<file path="src/cmt_pkg.sv">
package cmt_pkg;
   // ----------------------------------------------------------------
   // register map
   // ----------------------------------------------------------------
   localparam logic [3:0] ADDR_COUNT   = 4'h0;
   localparam logic [3:0] ADDR_CAPTURE = 4'h4;
   localparam logic [3:0] ADDR_LIMIT   = 4'h8;
   localparam logic [3:0] ADDR_CONTROL = 4'hc;
   localparam logic [3:0] ADDR_STATUS  = 4'h0;
   localparam logic [4:0] ADDR_CTRL_HI = 5'h10;
   localparam logic [4:0] ADDR_STAT_HI = 5'h14;
   localparam logic [4:0] ADDR_IEN_HI  = 5'h18;
   localparam logic [1:0] RESP_OKAY    = 2'h0;
   localparam logic [1:0] RESP_SLVERR  = 2'h2;
   localparam logic [15:0] LIMIT_RESET = 16'hffff;
   localparam logic [15:0] COUNT_MAX   = 16'hffff;
   localparam logic [2:0] CKS_EXTERNAL = 3'h7;
   // ----------------------------------------------------------------
   // field layouts
   // ----------------------------------------------------------------
   typedef struct packed {
      logic       count_run;       // bit 7
      logic       polarity_invert; // bit 6
      logic       stop_on_limit;   // bit 5
      logic       edge_select;     // bit 4
      logic       mode_select_bit; // bit 3
      logic [2:0] clock_select_field;
   } cmt_ctrl_t;
   typedef struct packed {
      logic       overflow_irq_enable;
      logic       period_limit_irq_enable;
      logic       match_irq_enable;
      logic       pulse_input_enable;
      logic       capture_irq_enable;
      logic [1:0] reserved;
      logic       zero;
   } cmt_ien_t;
   typedef struct packed {
      logic wrap_flag;
      logic period_limit_flag;
      logic match_flag;
      logic capture_flag;
   } cmt_flags_t;
   typedef struct packed {
      logic wrap;
      logic period_limit;
      logic match;
      logic capture;
   } cmt_irq_t;
endpackage : cmt_pkg

</file>
<file path="src/cmt_timer.sv">
`timescale 1ns/1ns
module cmt_timer (
   // clock and reset
   input  wire logic                 CORE_CLK,
   input  wire logic                 RST_N,
   // axi4-lite write address, data and response
   input  wire logic [4:0]           S_AWADDR,
   input  wire logic                 S_AWVALID,
   output logic                      S_AWREADY,
   input  wire logic [31:0]          S_WDATA,
   input  wire logic [3:0]           S_WSTRB,
   input  wire logic                 S_WVALID,
   output logic                      S_WREADY,
   output logic [1:0]                S_BRESP,
   output logic                      S_BVALID,
   input  wire logic                 S_BREADY,
   // axi4-lite read
   input  wire logic [4:0]           S_ARADDR,
   input  wire logic                 S_ARVALID,
   output logic                      S_ARREADY,
   output logic [31:0]               S_RDATA,
   output logic [1:0]                S_RRESP,
   output logic                      S_RVALID,
   input  wire logic                 S_RREADY,
   // outside pins
   input  wire logic                 PULSE_INPUT_PIN,
   input  wire logic                 EXT_COUNT_CLK,
   // interrupt requests
   output cmt_pkg::cmt_irq_t         IRQ
);
   // ----------------------------------------------------------------
   // state
   // ----------------------------------------------------------------
   // control, enable and flag registers
   cmt_pkg::cmt_ctrl_t  ctrl_q, ctrl_d;
   cmt_pkg::cmt_ien_t   ien_q, ien_d;
   cmt_pkg::cmt_flags_t flg_q, flg_d;
   // counter path and pin history
   logic [15:0]         cnt_q, cnt_d;
   logic [15:0]         cap_q, cap_d;
   logic [15:0]         lim_q, lim_d;
   logic [7:0]          pre_q, pre_d;
   logic [1:0]          pin_s_q, ext_s_q;
   logic                pin_p_q, ext_p_q;
   logic                armed_q, armed_d;
   // bus channel state
   logic                aw_q, aw_d;
   logic                w_q, w_d;
   logic                bv_q, bv_d;
   logic                rv_q, rv_d;
   logic [4:0]          awa_q, awa_d;
   logic [31:0]         wd_q, wd_d;
   logic [31:0]         rd_q, rd_d;
   logic [3:0]          ws_q, ws_d;
   logic [1:0]          br_q, br_d;
   logic [1:0]          rr_q, rr_d;

   // one count clock tick for the selected source
   function automatic logic tick_of(input logic [2:0] cks, input logic [7:0] pre,
                                    input logic ext_edge);
      logic t;
      t = 1'b0;
      case (cks)
         3'h0:    t = (pre[0] == 1'b1);
         3'h1:    t = (pre[2:0] == 3'h7);
         3'h2:    t = (pre[3:0] == 4'hf);
         3'h3:    t = (pre[4:0] == 5'h1f);
         3'h4:    t = (pre[5:0] == 6'h3f);
         3'h5:    t = (pre[6:0] == 7'h7f);
         3'h6:    t = (pre == 8'hff);
         default: t = ext_edge;
      endcase
      return t;
   endfunction : tick_of

   // byte-lane merge of an 8-bit field
   function automatic logic [7:0] merge8(input logic [7:0] old, input logic [7:0] nw,
                                         input logic en);
      return en ? nw : old;
   endfunction : merge8

   // ----------------------------------------------------------------
   // pin synchronisers and edge detect
   // ----------------------------------------------------------------
   // two stages before use; the pulse width limit keeps the external clock visible
   always_ff @(posedge CORE_CLK) begin
      if (!RST_N) begin
         pin_s_q <= 2'h0;
         ext_s_q <= 2'h0;
         pin_p_q <= 1'b0;
         ext_p_q <= 1'b0;
      end else begin
         pin_s_q <= {pin_s_q[0], PULSE_INPUT_PIN};
         ext_s_q <= {ext_s_q[0], EXT_COUNT_CLK};
         pin_p_q <= pin_s_q[1];
         ext_p_q <= ext_s_q[1];
      end
   end

   // polarity-corrected pin levels, count tick and bus strobes
   logic                pin_lvl, pin_lvl_p, cap_edge, ext_edge;
   logic                tick, wr_go, rd_go;
   assign pin_lvl   = pin_s_q[1] ^ ctrl_q.polarity_invert;
   assign pin_lvl_p = pin_p_q ^ ctrl_q.polarity_invert;
   // rising when edge select is 0 after polarity; falling when 1
   assign cap_edge  = ien_q.pulse_input_enable &&
                      (ctrl_q.edge_select ? (pin_lvl_p && !pin_lvl)
                                          : (!pin_lvl_p && pin_lvl));
   assign ext_edge  = ext_p_q && !ext_s_q[1];
   assign tick      = tick_of(ctrl_q.clock_select_field, pre_q, ext_edge);

   // ----------------------------------------------------------------
   // bus handshake
   // ----------------------------------------------------------------
   assign S_AWREADY = !aw_q && !bv_q;
   assign S_WREADY  = !w_q && !bv_q;
   assign S_ARREADY = !rv_q;
   assign S_BVALID  = bv_q;
   assign S_BRESP   = br_q;
   assign S_RVALID  = rv_q;
   assign S_RDATA   = rd_q;
   assign S_RRESP   = rr_q;
   assign wr_go     = aw_q && w_q && !bv_q;
   assign rd_go     = S_ARVALID && !rv_q;

   // write and read channel capture and response
   always_comb begin
      aw_d  = aw_q;
      w_d   = w_q;
      awa_d = awa_q;
      wd_d  = wd_q;
      ws_d  = ws_q;
      bv_d  = bv_q;
      br_d  = br_q;
      rv_d  = rv_q;
      rd_d  = rd_q;
      rr_d  = rr_q;
      if (S_AWVALID && S_AWREADY) begin
         aw_d  = 1'b1;
         awa_d = S_AWADDR;
      end
      if (S_WVALID && S_WREADY) begin
         w_d  = 1'b1;
         wd_d = S_WDATA;
         ws_d = S_WSTRB;
      end
      if (wr_go) begin
         aw_d = 1'b0;
         w_d  = 1'b0;
         bv_d = 1'b1;
         br_d = (awa_q[1:0] == 2'h0 && awa_q <= cmt_pkg::ADDR_IEN_HI)
                ? cmt_pkg::RESP_OKAY : cmt_pkg::RESP_SLVERR;
      end else if (bv_q && S_BREADY) begin
         bv_d = 1'b0;
      end
      if (rd_go) begin
         rv_d = 1'b1;
         rr_d = cmt_pkg::RESP_OKAY;
         case (S_ARADDR)
            {1'b0, cmt_pkg::ADDR_COUNT}:   rd_d = {16'h0000, cnt_q};
            {1'b0, cmt_pkg::ADDR_CAPTURE}: rd_d = {16'h0000, cap_q};
            {1'b0, cmt_pkg::ADDR_LIMIT}:   rd_d = {16'h0000, lim_q};
            {1'b0, cmt_pkg::ADDR_CONTROL}: rd_d = 32'h00000000;
            cmt_pkg::ADDR_CTRL_HI:         rd_d = {24'h000000, ctrl_q};
            cmt_pkg::ADDR_STAT_HI:         rd_d = {28'h0000000, flg_q};
            cmt_pkg::ADDR_IEN_HI:          rd_d = {24'h000000, ien_q[7:1], 1'b0};
            default: begin
               rd_d = 32'h00000000;
               rr_d = cmt_pkg::RESP_SLVERR;
            end
         endcase
      end else if (rv_q && S_RREADY) begin
         rv_d = 1'b0;
      end
   end

   always_ff @(posedge CORE_CLK) begin
      if (!RST_N) begin
         aw_q  <= 1'b0;
         w_q   <= 1'b0;
         awa_q <= 5'h00;
         wd_q  <= 32'h00000000;
         ws_q  <= 4'h0;
         bv_q  <= 1'b0;
         br_q  <= cmt_pkg::RESP_OKAY;
         rv_q  <= 1'b0;
         rd_q  <= 32'h00000000;
         rr_q  <= cmt_pkg::RESP_OKAY;
      end else begin
         aw_q  <= aw_d;
         w_q   <= w_d;
         awa_q <= awa_d;
         wd_q  <= wd_d;
         ws_q  <= ws_d;
         bv_q  <= bv_d;
         br_q  <= br_d;
         rv_q  <= rv_d;
         rd_q  <= rd_d;
         rr_q  <= rr_d;
      end
   end

   // ----------------------------------------------------------------
   // counter, capture, compare and registers
   // ----------------------------------------------------------------
   // register write strobes; the 8-bit registers take byte lane 0 only
   logic                wr_cnt, wr_lim, wr_ctl, wr_stat, wr_ien;
   logic                run, halted;
   assign wr_cnt  = wr_go && awa_q == {1'b0, cmt_pkg::ADDR_COUNT};
   assign wr_lim  = wr_go && awa_q == {1'b0, cmt_pkg::ADDR_LIMIT};
   assign wr_ctl  = wr_go && awa_q == cmt_pkg::ADDR_CTRL_HI && ws_q[0];
   assign wr_stat = wr_go && awa_q == cmt_pkg::ADDR_STAT_HI && ws_q[0];
   assign wr_ien  = wr_go && awa_q == cmt_pkg::ADDR_IEN_HI && ws_q[0];
   // stop-on-limit halts speed counting while the limit flag stands
   assign halted  = ctrl_q.mode_select_bit && ctrl_q.stop_on_limit && flg_q.period_limit_flag;
   assign run     = (ctrl_q.mode_select_bit || ctrl_q.count_run) && !halted;

   // next counter, capture, limit, control and flag values
   always_comb begin
      cnt_d   = cnt_q;
      cap_d   = cap_q;
      lim_d   = lim_q;
      ctrl_d  = ctrl_q;
      ien_d   = ien_q;
      flg_d   = flg_q;
      armed_d = armed_q;
      pre_d   = run ? pre_q + 8'h01 : 8'h00;
      // software clears flags by writing 0; hardware sets below win
      if (wr_stat) begin
         flg_d = flg_q & cmt_pkg::cmt_flags_t'(wd_q[3:0]);
      end
      if (wr_ctl) begin
         ctrl_d = cmt_pkg::cmt_ctrl_t'(wd_q[7:0]);
         if (!wd_q[3]) begin
            armed_d = 1'b1;
         end
      end
      if (wr_ien) begin
         ien_d      = cmt_pkg::cmt_ien_t'(merge8(ien_q, wd_q[7:0], 1'b1));
         ien_d.zero = 1'b0;
      end
      if (wr_lim) begin
         lim_d = wd_q[15:0];
      end
      if (wr_cnt) begin
         cnt_d = wd_q[15:0];
      end
      if (!ctrl_q.mode_select_bit && !ctrl_q.count_run && !wr_cnt) begin
         // stopped timer mode: counter holds, a software write still lands
         cnt_d = cnt_q;
      end
      if (run && tick) begin
         cnt_d = cnt_q + 16'h0001;
         if (cnt_q == cmt_pkg::COUNT_MAX) begin
            flg_d.wrap_flag = 1'b1;
         end
         // the tick that ends the last equal state sets the match flag,
         // so a counter parked on the limit matches on its first tick
         if (!ctrl_q.mode_select_bit && cnt_q == lim_q) begin
            flg_d.match_flag = 1'b1;
         end
      end
      if (cap_edge && !ctrl_q.mode_select_bit) begin
         cap_d              = cnt_q;
         flg_d.capture_flag = 1'b1;
      end
      if (cap_edge && ctrl_q.mode_select_bit && armed_q) begin
         cnt_d   = 16'h0000;
         armed_d = 1'b0;
      end
   end

   // mode select resets to 0, which is timer mode
   always_ff @(posedge CORE_CLK) begin
      if (!RST_N) begin
         ctrl_q  <= '0;
         ien_q   <= '0;
         flg_q   <= '0;
         cnt_q   <= 16'h0000;
         cap_q   <= 16'h0000;
         lim_q   <= cmt_pkg::LIMIT_RESET;
         pre_q   <= 8'h00;
         armed_q <= 1'b1;
      end else begin
         ctrl_q  <= ctrl_d;
         ien_q   <= ien_d;
         flg_q   <= flg_d;
         cnt_q   <= cnt_d;
         cap_q   <= cap_d;
         lim_q   <= lim_d;
         pre_q   <= pre_d;
         armed_q <= armed_d;
      end
   end

   // ----------------------------------------------------------------
   // interrupt requests
   // ----------------------------------------------------------------
   assign IRQ.wrap         = flg_q.wrap_flag && ien_q.overflow_irq_enable;
   assign IRQ.period_limit = flg_q.period_limit_flag && ien_q.period_limit_irq_enable;
   assign IRQ.match        = flg_q.match_flag && ien_q.match_irq_enable;
   assign IRQ.capture      = flg_q.capture_flag && ien_q.capture_irq_enable;
endmodule : cmt_timer

</file>
<file path="config.mk">
export PLATFORM = sky130hd
export DESIGN_NAME = cmt_timer
export DESIGN_NICKNAME = d
export VERILOG_FILES = /design/src/cmt_pkg.sv /design/src/cmt_timer.sv
export SDC_FILE = /design/constraint.sdc
export NUM_CORES = 1
export LEC_CHECK = 0
export BUFFER_PORTS_ARGS = -buffer_cell sky130_fd_sc_hd__buf_4
export CAP_MARGIN = 20
export CELL_PAD_IN_SITES_DETAIL_PLACEMENT = 1
export CELL_PAD_IN_SITES_GLOBAL_PLACEMENT = 1
export CORE_UTILIZATION = 46
export DETAILED_ROUTE_END_ITERATION = 16
export PLACE_DENSITY_LB_ADDON = 0.05
export SKIP_CTS_REPAIR_TIMING = 1
export SKIP_LAST_GASP = 1
export SYNTH_ARGS = -nofsm -noshare
export SYNTH_HDL_FRONTEND = slang
export SYNTH_SLANG_ARGS = --single-unit
</file>
<file path="constraint.sdc">
create_clock -name CORE_CLK -period 5.3 [get_ports CORE_CLK]
set_clock_uncertainty 0.15 [all_clocks]
set_input_delay 0.265 -clock CORE_CLK [delete_from_list [all_inputs] [get_ports CORE_CLK]]
set_output_delay 0.265 -clock CORE_CLK [all_outputs]
set_load 0.02 [all_outputs]
</file>
==> results of run 1 <==
-- stage by stage --
stage / worst slack, ns / std cells / util [%] / instance area, um2 / hold slack, ns
after floorplan: 2.96 / 708 / - / 6180 / 0.242
after global placement: 2.67 / 883 / 51.3 / 6550 / 0.280
after detailed placement: 2.61 / 884 / 51.4 / 6570 / 0.289
after CTS: 2.59 / 916 / 56.2 / 7180 / -0.0975
after global routing: 2.45 / 939 / 58.0 / 7410 / 0.00670
final: 2.58 / 939 / 58.0 / 7410 / -0.0432
-- layout make-up --
cell class | instances | area [um2]
Clock buffer | 27 | 533
Tap cell | 172 | 215
Inverter | 10 | 37.5
Fill cell | 1453 | 5370
Timing Repair Buffer | 89 | 733
Clock inverter | 5 | 75.1
Sequential cell | 126 | 2520
Multi-Input combinational cell | 510 | 3290
-- power groups by stage --
stage | combinational [mW] | sequential (mW) | clock, mW
floorplan | 0.100 | 1.00 | 0
global placement | 0.127 | 1.02 | 0
detailed placement | 0.131 | 1.02 | 0
CTS | 0.132 | 0.996 | 1.20
global route | 0.159 | 0.999 | 1.25
finish | 0.145 | 0.997 | 1.19
-- synth_stat cells, types with 4 or more instances --
library cell | number | area share, %
dfxtp_1 | 126 | 41
nand2_1 | 125 | 7.7
mux2i_1 | 51 | 8.3
o21ai_0 | 33 | 2.7
a21boi_0 | 31 | 3.8
clkbuf_1 | 30 | 1.8
nor2b_1 | 30 | 3.1
and2_1 | 28 | 2.9
nor2_1 | 21 | 1.3
xor2_1 | 21 | 3.0
buf_4 | 18 | 2.2
nor3_1 | 17 | 1.4
nand3_1 | 15 | 1.2
a222oi_1 | 13 | 2.1
and3_1 | 10 | 1.0
inv_1 | 10 | 0.61
a21oi_1 | 8 | 0.65
a31oi_1 | 8 | 0.82
buf_2 | 7 | 0.57
nand2b_1 | 7 | 0.72
a211oi_1 | 4 | 0.49
buf_6 | 4 | 0.74
ha_1 | 4 | 0.82
nand4_1 | 4 | 0.41
nor4_1 | 4 | 0.41
o31a_1 | 4 | 0.57
-- final timing paths --
path / startpoint / end / cells past startpoint
worst max-delay path: pre_q[0] / flg_q[1] / 9
worst min-delay path: S_WDATA[1] / wd_q[1] / 3
worst max register to register: pre_q[0] / flg_q[1] / 9
worst min register to register: ext_s_q[0] / ext_s_q[1] / 1
-- metal layers --
layer / track usage (%) / part of all wire (%) / up-vias
li1: - / - / 2500
met2: 43.6 / 48 / 174
met4: 11.1 / 2.1 / 0
met3: 4.91 / 5.8 / 33
met5: 0 / 0 / -
met1: 33.7 / 44 / 2633
-- flip-flops by register name (all words and copies together), names as in the netlist, 2 cells and up --
signal and count:
S_RDATA 16, cap_q 16, cnt_q 16, lim_q 16, wd_q 16, ctrl_q 8
pre_q 8, ien_q 7, awa_q 5, flg_q 4, ext_s_q 2, pin_s_q 2
-- cell families (layout without fill, tap and decap cells) --
group                    count (synthesis)  in the layout  synth area share [%]
multiplexers                            54             54                  9.33
flip-flops                             126            126                  41.2
XOR/XNOR                                22             22                  3.15
adder cells (fa/ha/maj)                  4              4                 0.818
buffers and inverters                   72            131                  6.16
other                                    1             18                0.0613
AO/OA/AOI/OAI                          127            127                  15.3
AND/OR/NAND/NOR                        285            285                  23.9
-- layout by cell type, fill, tap and decap left out, types with 4 or more instances in the layout --
| cell type | count |
|---|---|
| dfxtp_1 | 126 |
| nand2_1 | 125 |
| buf_4 | 65 |
| mux2i_1 | 51 |
| o21ai_0 | 32 |
| a21boi_0 | 31 |
| nor2b_1 | 30 |
| and2_1 | 28 |
| dlygate4sd3_1 | 23 |
| nor2_1 | 21 |
| xor2_1 | 21 |
| conb_1 | 18 |
| nor3_1 | 17 |
| clkbuf_16 | 17 |
| nand3_1 | 15 |
| a222oi_1 | 13 |
| and3_1 | 10 |
| inv_1 | 10 |
| a21oi_1 | 8 |
| a31oi_1 | 8 |
| nand2b_1 | 7 |
| clkbuf_8 | 7 |
| nand4_1 | 4 |
| nor4_1 | 4 |
| a211oi_1 | 4 |
| o31a_1 | 4 |
| ha_1 | 4 |
-- worst max-delay path, stage by stage (launching register included) --
cell	delay, ns
dfxtp_1	0.38
ha_1	0.23
and3_1	0.19
ha_1	0.14
mux2_4	0.14
o221ai_2	0.12
a31oi_4	0.28
nand2_2	0.29
or4_1	0.58
a21boi_1	0.15
==> metrics.sh, run 1 <==
SYNTH_FLOP_CELL='dfxtp_1'
RSZ_0062_RAISED_AFTER_GLOBAL_ROUTING='false'
CTS-BUFFERS-INSERTED=17
TOTAL_INTERNAL_POWER_mW=1.81
WORST_HOLD_SLACK_NS=-0.0432
CLOCK_POWER_SHARE_PCT=51.1
FP.COREAREA_UM2=12800
FINAL_WIRELENGTH_UM=17800
DIEWIDTH_UM=117
CLOCK_LATENCY_NS=0.42
MAXIMUM_NUMBER_OF_PINS_ON_ONE_NET_BEFORE_GLOBAL_ROUTE_REPAIR=105
POST_SYNTH_INSTANCE_AREA_UM2=6120
VIOLATIONS='negative hold slack'
TOTAL_POWER_mW=2.34
CTS_MAX_PATH_BUFFERS=2
VIASPERCELL=5.69
DR_TOTAL_VIAS=5340
AVERAGE_CELL_AREA_AFTER_SYNTHESIS_UM2=8.85
MIN_CYCLE_TIME_LAYOUT_NS=2.72
NUMPORTBUFFERS=62
IR_WORST_VDD_uV=176
GLOBAL_ROUTE.USAGE.TOTAL_PCT=26.4
PWR-SHARE-COMB_PCT=6.2
DRTANTENNAVIOLNETS=0
WIRE_PER_INST_UM=18.9
NUMBER_OF_ANTENNA_VIOLATIONS_AT_THE_FIRST_CHECK_IN_GLOBAL_ROUTING=0
PATH_CLASS='register to register'
ANTENNA_CELLS=0
CP-END-KIND='register'
CTS_NUM_SINKS=126
FIRST_PASS_GRT_WIRE_LENGTH_UM=28400
SLEW_VIOL_FINAL=0
LAYOUT-AREA-OVERHEAD-VS-SYNTH_PCT=21.0
SYN_INST=691
POWER_DENSITY_nW_PER_UM2=315
GP_CONGESTION=0.838
NUMBER_OF_ENABLE_FLIP_FLOP_CELLS_AFTER_SYNTHESIS=0
DRV_CAP=0
TIMING.CRITICAL_PATH.FROM_TYPE='register'
SYNTH_SEQ_AREA_SHARE_PCT=41.2
SYNTHARSTFLOPSHARE_PCT=0
ACHIEVABLE-FREQUENCY_MHz=368
BOUNDARYPINS=100
WORSTPATHMAXFANOUT=20
GRT.OVERFLOW.TOTAL=0
DIE_Y_UM=117
LAYOUT_WORST_PATH_CYCLE_SHARE_PCT=51.3
PLACEMENTROWS=41
INITIAL_UTILIZATION_PCT=47.9
SLEW-LIMIT-HEADROOM_PCT=28.6
PWR-SHARE-SEQ_PCT=42.7
SYNTH_SEQ_CELLS=126
CTS_TREE='yes'
WORST_PIN_SLEW_NS=1.07
HTREE_LEVELS=4
FIRST_GLOBAL_VIAS=5367
CLK_PIN_SLEW_WORST_PATHS_NS=0.05
MIN-DELAY-PATH-CLASS='primary input to register'
DRC_ERRORS=0
DRT_ITER0_DRC=388
SETUP_TNS_NS=0
REG2REG_SLACK_NS=2.58
SWITCHING_SHARE_PCT=22.5
CRIT_REQUIRED_NS=5.51
FINAL_NETS=813
RUN_STATUS='complete, but fails checks'
CRITICAL_PATH_ARRIVAL_NS=2.92
CTS.ROOT.BUFFER_CELL='clkbuf_16'
TIMING_HOLD_VIOLATIONS_FINAL=3
DETAILED_PLACER_S_ENDING_HPWL_UM=11900
P_LEAK_nW=2.77
YS.WARNINGS.COUNT=0
DESIGN.DIE.AREA_UM2=13800
P_SWITCHING_uW=526
FIRSTDRTPASSITERS=7
POST_SYNTH_NUM_CELL_TYPES=63
TIMING.FINAL.SETUP_VIOLATIONS=0
SHARE_OF_CELLS_ABOVE_DRIVE_STRENGTH_1_PCT=15.5
No activity file was read; power rests on OpenSTA's default activity.
==> run 2, diff against run 1 <==
--- a/config.mk
+++ b/config.mk
@@ -9,7 +9,7 @@
 export CAP_MARGIN = 20
 export CELL_PAD_IN_SITES_DETAIL_PLACEMENT = 1
 export CELL_PAD_IN_SITES_GLOBAL_PLACEMENT = 1
-export CORE_UTILIZATION = 46
+export CORE_UTILIZATION = 39
 export DETAILED_ROUTE_END_ITERATION = 16
 export PLACE_DENSITY_LB_ADDON = 0.05
 export SKIP_CTS_REPAIR_TIMING = 1
==> constraint.sdc (replaced) <==
create_clock -name CORE_CLK -period 2.5 [get_ports CORE_CLK]
set_clock_uncertainty 0.15 [all_clocks]
set_input_delay 0.125 -clock CORE_CLK [delete_from_list [all_inputs] [get_ports CORE_CLK]]
set_output_delay 0.125 -clock CORE_CLK [all_outputs]
set_load 0.02 [all_outputs]
==> run 2 against run 1 <==
  * The run still ends with negative hold slack left
  * Critical path depth stayed put
  * Utilization is 7.1 points lower
  * Global-route usage is 3.8 points lower
  * Routed wire length increased by 0.60%
  * Final cell count rose by 7.2%
  * Register-to-register slack got worse by 2.5 ns
  * Combinational power up 120%
  * Sequential power up 110%
  * Flip-flop and latch count unchanged
  * Critical path type unchanged
  * Largest power group unchanged
==> metrics.sh, run 2 (synthesis gave the netlist of run 1 again) <==
RUN_STATUS='complete, but fails checks'
VIOLATIONS='negative hold slack'
DRT_ITER0_DRC=370  # -4.6%
SLOWEST_DELAY_NS=0.48  # -0.10 ns
CTS_MAX_PATH_BUFFERS=2  # unchanged
CP-ENDPOINT='cnt_q[14]'
FINAL_WIRELENGTH_UM=17900  # +0.60%
LAYOUT_COMMONEST_CELL='nand2_1'
LAYOUT-AREA-OVERHEAD-VS-SYNTH_PCT=27.0
ACHIEVABLE-FREQUENCY_MHz=419  # +14%
FIRST_GLOBAL_VIAS=5200  # -3.1%
DRC_ERRORS=0  # unchanged
FIRST_PASS_GRT_WIRE_LENGTH_UM=28100  # -0.78%
DRV_CAP=0  # unchanged
R2R_END='cnt_q[14]'
FINAL_NETS=842  # +3.6%
R2R-START='pre_q[0]'
GRT.OVERFLOW.TOTAL=0  # unchanged
FP.COREAREA_UM2=15300  # +19%
DIE_Y_UM=127  # +8.5%
CLK_PIN_SLEW_WORST_PATHS_NS=0.06  # about the same
CRIT_SLOWEST_CELL='or4_1'
BOUNDARYPINS=100  # unchanged
P_LEAK_nW=2.93  # +5.6%
DESIGN.DIE.AREA_UM2=16200  # +18%
TIMING.CRITICAL_PATH.FROM_TYPE='register'
DR_TOTAL_VIAS=5291  # -0.92%
PLACEMENTROWS=45  # +9.8%
CP_CELL_SEQUENCE='ha_2 > and3_4 > ha_1 > mux2_4 > o221ai_4 > a31oi_4 > nand2_4 > or4_1 > a31oi_1'
FILL_CELLS=1738  # +20%
TOTAL_POWER_mW=5.19  # +120%
GP_CONGESTION=0.856  # +2.1%
SLEW_VIOL_FINAL=0  # unchanged
WORST_HOLD_SLACK_NS=-0.0100  # +0.0332 ns
DRTANTENNAVIOLNETS=0  # unchanged
SHARE_OF_CELLS_ABOVE_DRIVE_STRENGTH_1_PCT=18.8  # +3.3 points
TIMING_HOLD_VIOLATIONS_FINAL=1  # -2
TIMING.FINAL.SETUP_VIOLATIONS=0  # unchanged
WIRE_PER_INST_UM=17.8  # -6.2%
FINAL_CELL_COUNT_NO_FILL=1007  # +7.2%
CRITICAL_PATH_ARRIVAL_NS=2.58  # -0.34 ns
DETAILED_PLACER_S_ENDING_HPWL_UM=12700  # +6.4%
DIEWIDTH_UM=127  # +8.5%
CTS.ROOT.BUFFER_CELL='clkbuf_16'
CTS-BUFFERS-INSERTED=17  # unchanged
NUMBER_OF_ANTENNA_VIOLATIONS_AT_THE_FIRST_CHECK_IN_GLOBAL_ROUTING=0  # unchanged
PLACED_CELLS=944  # +6.8%
FIRSTDRTPASSITERS=7  # unchanged
LAYOUT.CELLS.MOST_COMMON_LIST='125 x nand2_1, 124 x dfxtp_1, 89 x buf_4'
WORSTSETUPSTARTPOINT='pre_q[0]'
ANTENNA_CELLS=0  # unchanged
CTS_TREE='yes'
CTS_NUM_SINKS=126  # unchanged
LAYOUT_WORST_PATH_CYCLE_SHARE_PCT=95.5  # +44 points
NUMPORTBUFFERS=62  # unchanged
IR_WORST_VDD_uV=439  # +150%
PATH_CLASS='register to register'
INITIAL_UTILIZATION_PCT=40.1  # -7.8 points
MIN-DELAY-PATH-CLASS='primary input to register'
POWER_DENSITY_nW_PER_UM2=668  # +110%
CRIT_REQUIRED_NS=2.70  # -2.81 ns
SLEW-LIMIT-HEADROOM_PCT=57.8  # +29 points
WORST_PIN_SLEW_NS=0.630  # -0.438 ns
RSZ_0062_RAISED_AFTER_GLOBAL_ROUTING='true'
CLOCK_LATENCY_NS=0.42  # about the same
GLOBAL_ROUTE.USAGE.TOTAL_PCT=22.7  # -3.8 points
MAXIMUM_NUMBER_OF_PINS_ON_ONE_NET_BEFORE_GLOBAL_ROUTE_REPAIR=61  # -42%
MIN_CYCLE_TIME_LAYOUT_NS=2.39  # -0.330 ns
HTREE_LEVELS=4  # unchanged
VIASPERCELL=5.25  # -7.6%
CP-END-KIND='register'
REG2REG_SLACK_NS=0.11  # -2.47 ns
R2R.WORST_PATH.CELLS=9  # unchanged
WORSTPATHMAXFANOUT=6  # -70%
[run 2: final cells by class]
class / instances / area [um2] / area share [%]
flip-flops and latches: 126 / 2520 / 32.5
clock buffers: 21 / 470 / 6.05
well taps: 211 / 264 / 3.40
repair buffers: 117 / 958 / 12.3
multi-input cells: 511 / 3330 / 42.8
clock inverters: 11 / 186 / 2.40
inverters: 10 / 37.5 / 0.483
[run 2: worst max-delay path, delay by kind of cell, from the launching register on]
| kind | cells | cell delay (ns) |
|---|---|---|
| and+or+nand+nor | 3 | 0.79 |
| AOI/OAI and AO/OA | 3 | 0.59 |
| DFF | 1 | 0.33 |
| adders and majority gates | 2 | 0.31 |
| muxes | 1 | 0.15 |
[run 2: worst min-delay path by stage]
stage                         start    endpoint  depth (start not counted)
floorplan             EXT_COUNT_CLK  ext_s_q[0]                          1
global placement    PULSE_INPUT_PIN  pin_s_q[0]                          2
detailed placement  PULSE_INPUT_PIN  pin_s_q[0]                          2
CTS                 PULSE_INPUT_PIN  pin_s_q[0]                          2
global route            S_ARADDR[1]  S_RRESP[1]                          4
finish                  S_ARADDR[1]  S_RRESP[1]                          4
[run 2: power by group]
group          internal (mW)  switching (mW)  total (mW)
Clock                   1.84           0.915        2.76
Combinational          0.147           0.174       0.320
Sequential              2.05          0.0636        2.11
Total                   4.04            1.15        5.19
[run 2: per-layer routing]
metal	track usage, %	wire length, um
met5	0	0
met4	7.91	281
met3	3.64	620
met2	37.5	8500
met1	30.0	8470
[run 2: stage by stage]
stage / instance area [um2] / util (%) / setup TNS (ns) / setup WS (ns)
6_report: 7770 / 50.9 / 0 / 0.112
2_1_floorplan: 6180 / - / 0 / 0.158
3_3_place_gp: 6780 / 44.4 / 0 / 0.0750
4_1_cts: 7440 / 48.7 / -0.00470 / -0.00470
3_5_place_dp: 6780 / 44.4 / 0 / 0.0133
5_1_grt: 7770 / 50.9 / -0.00580 / -0.00480
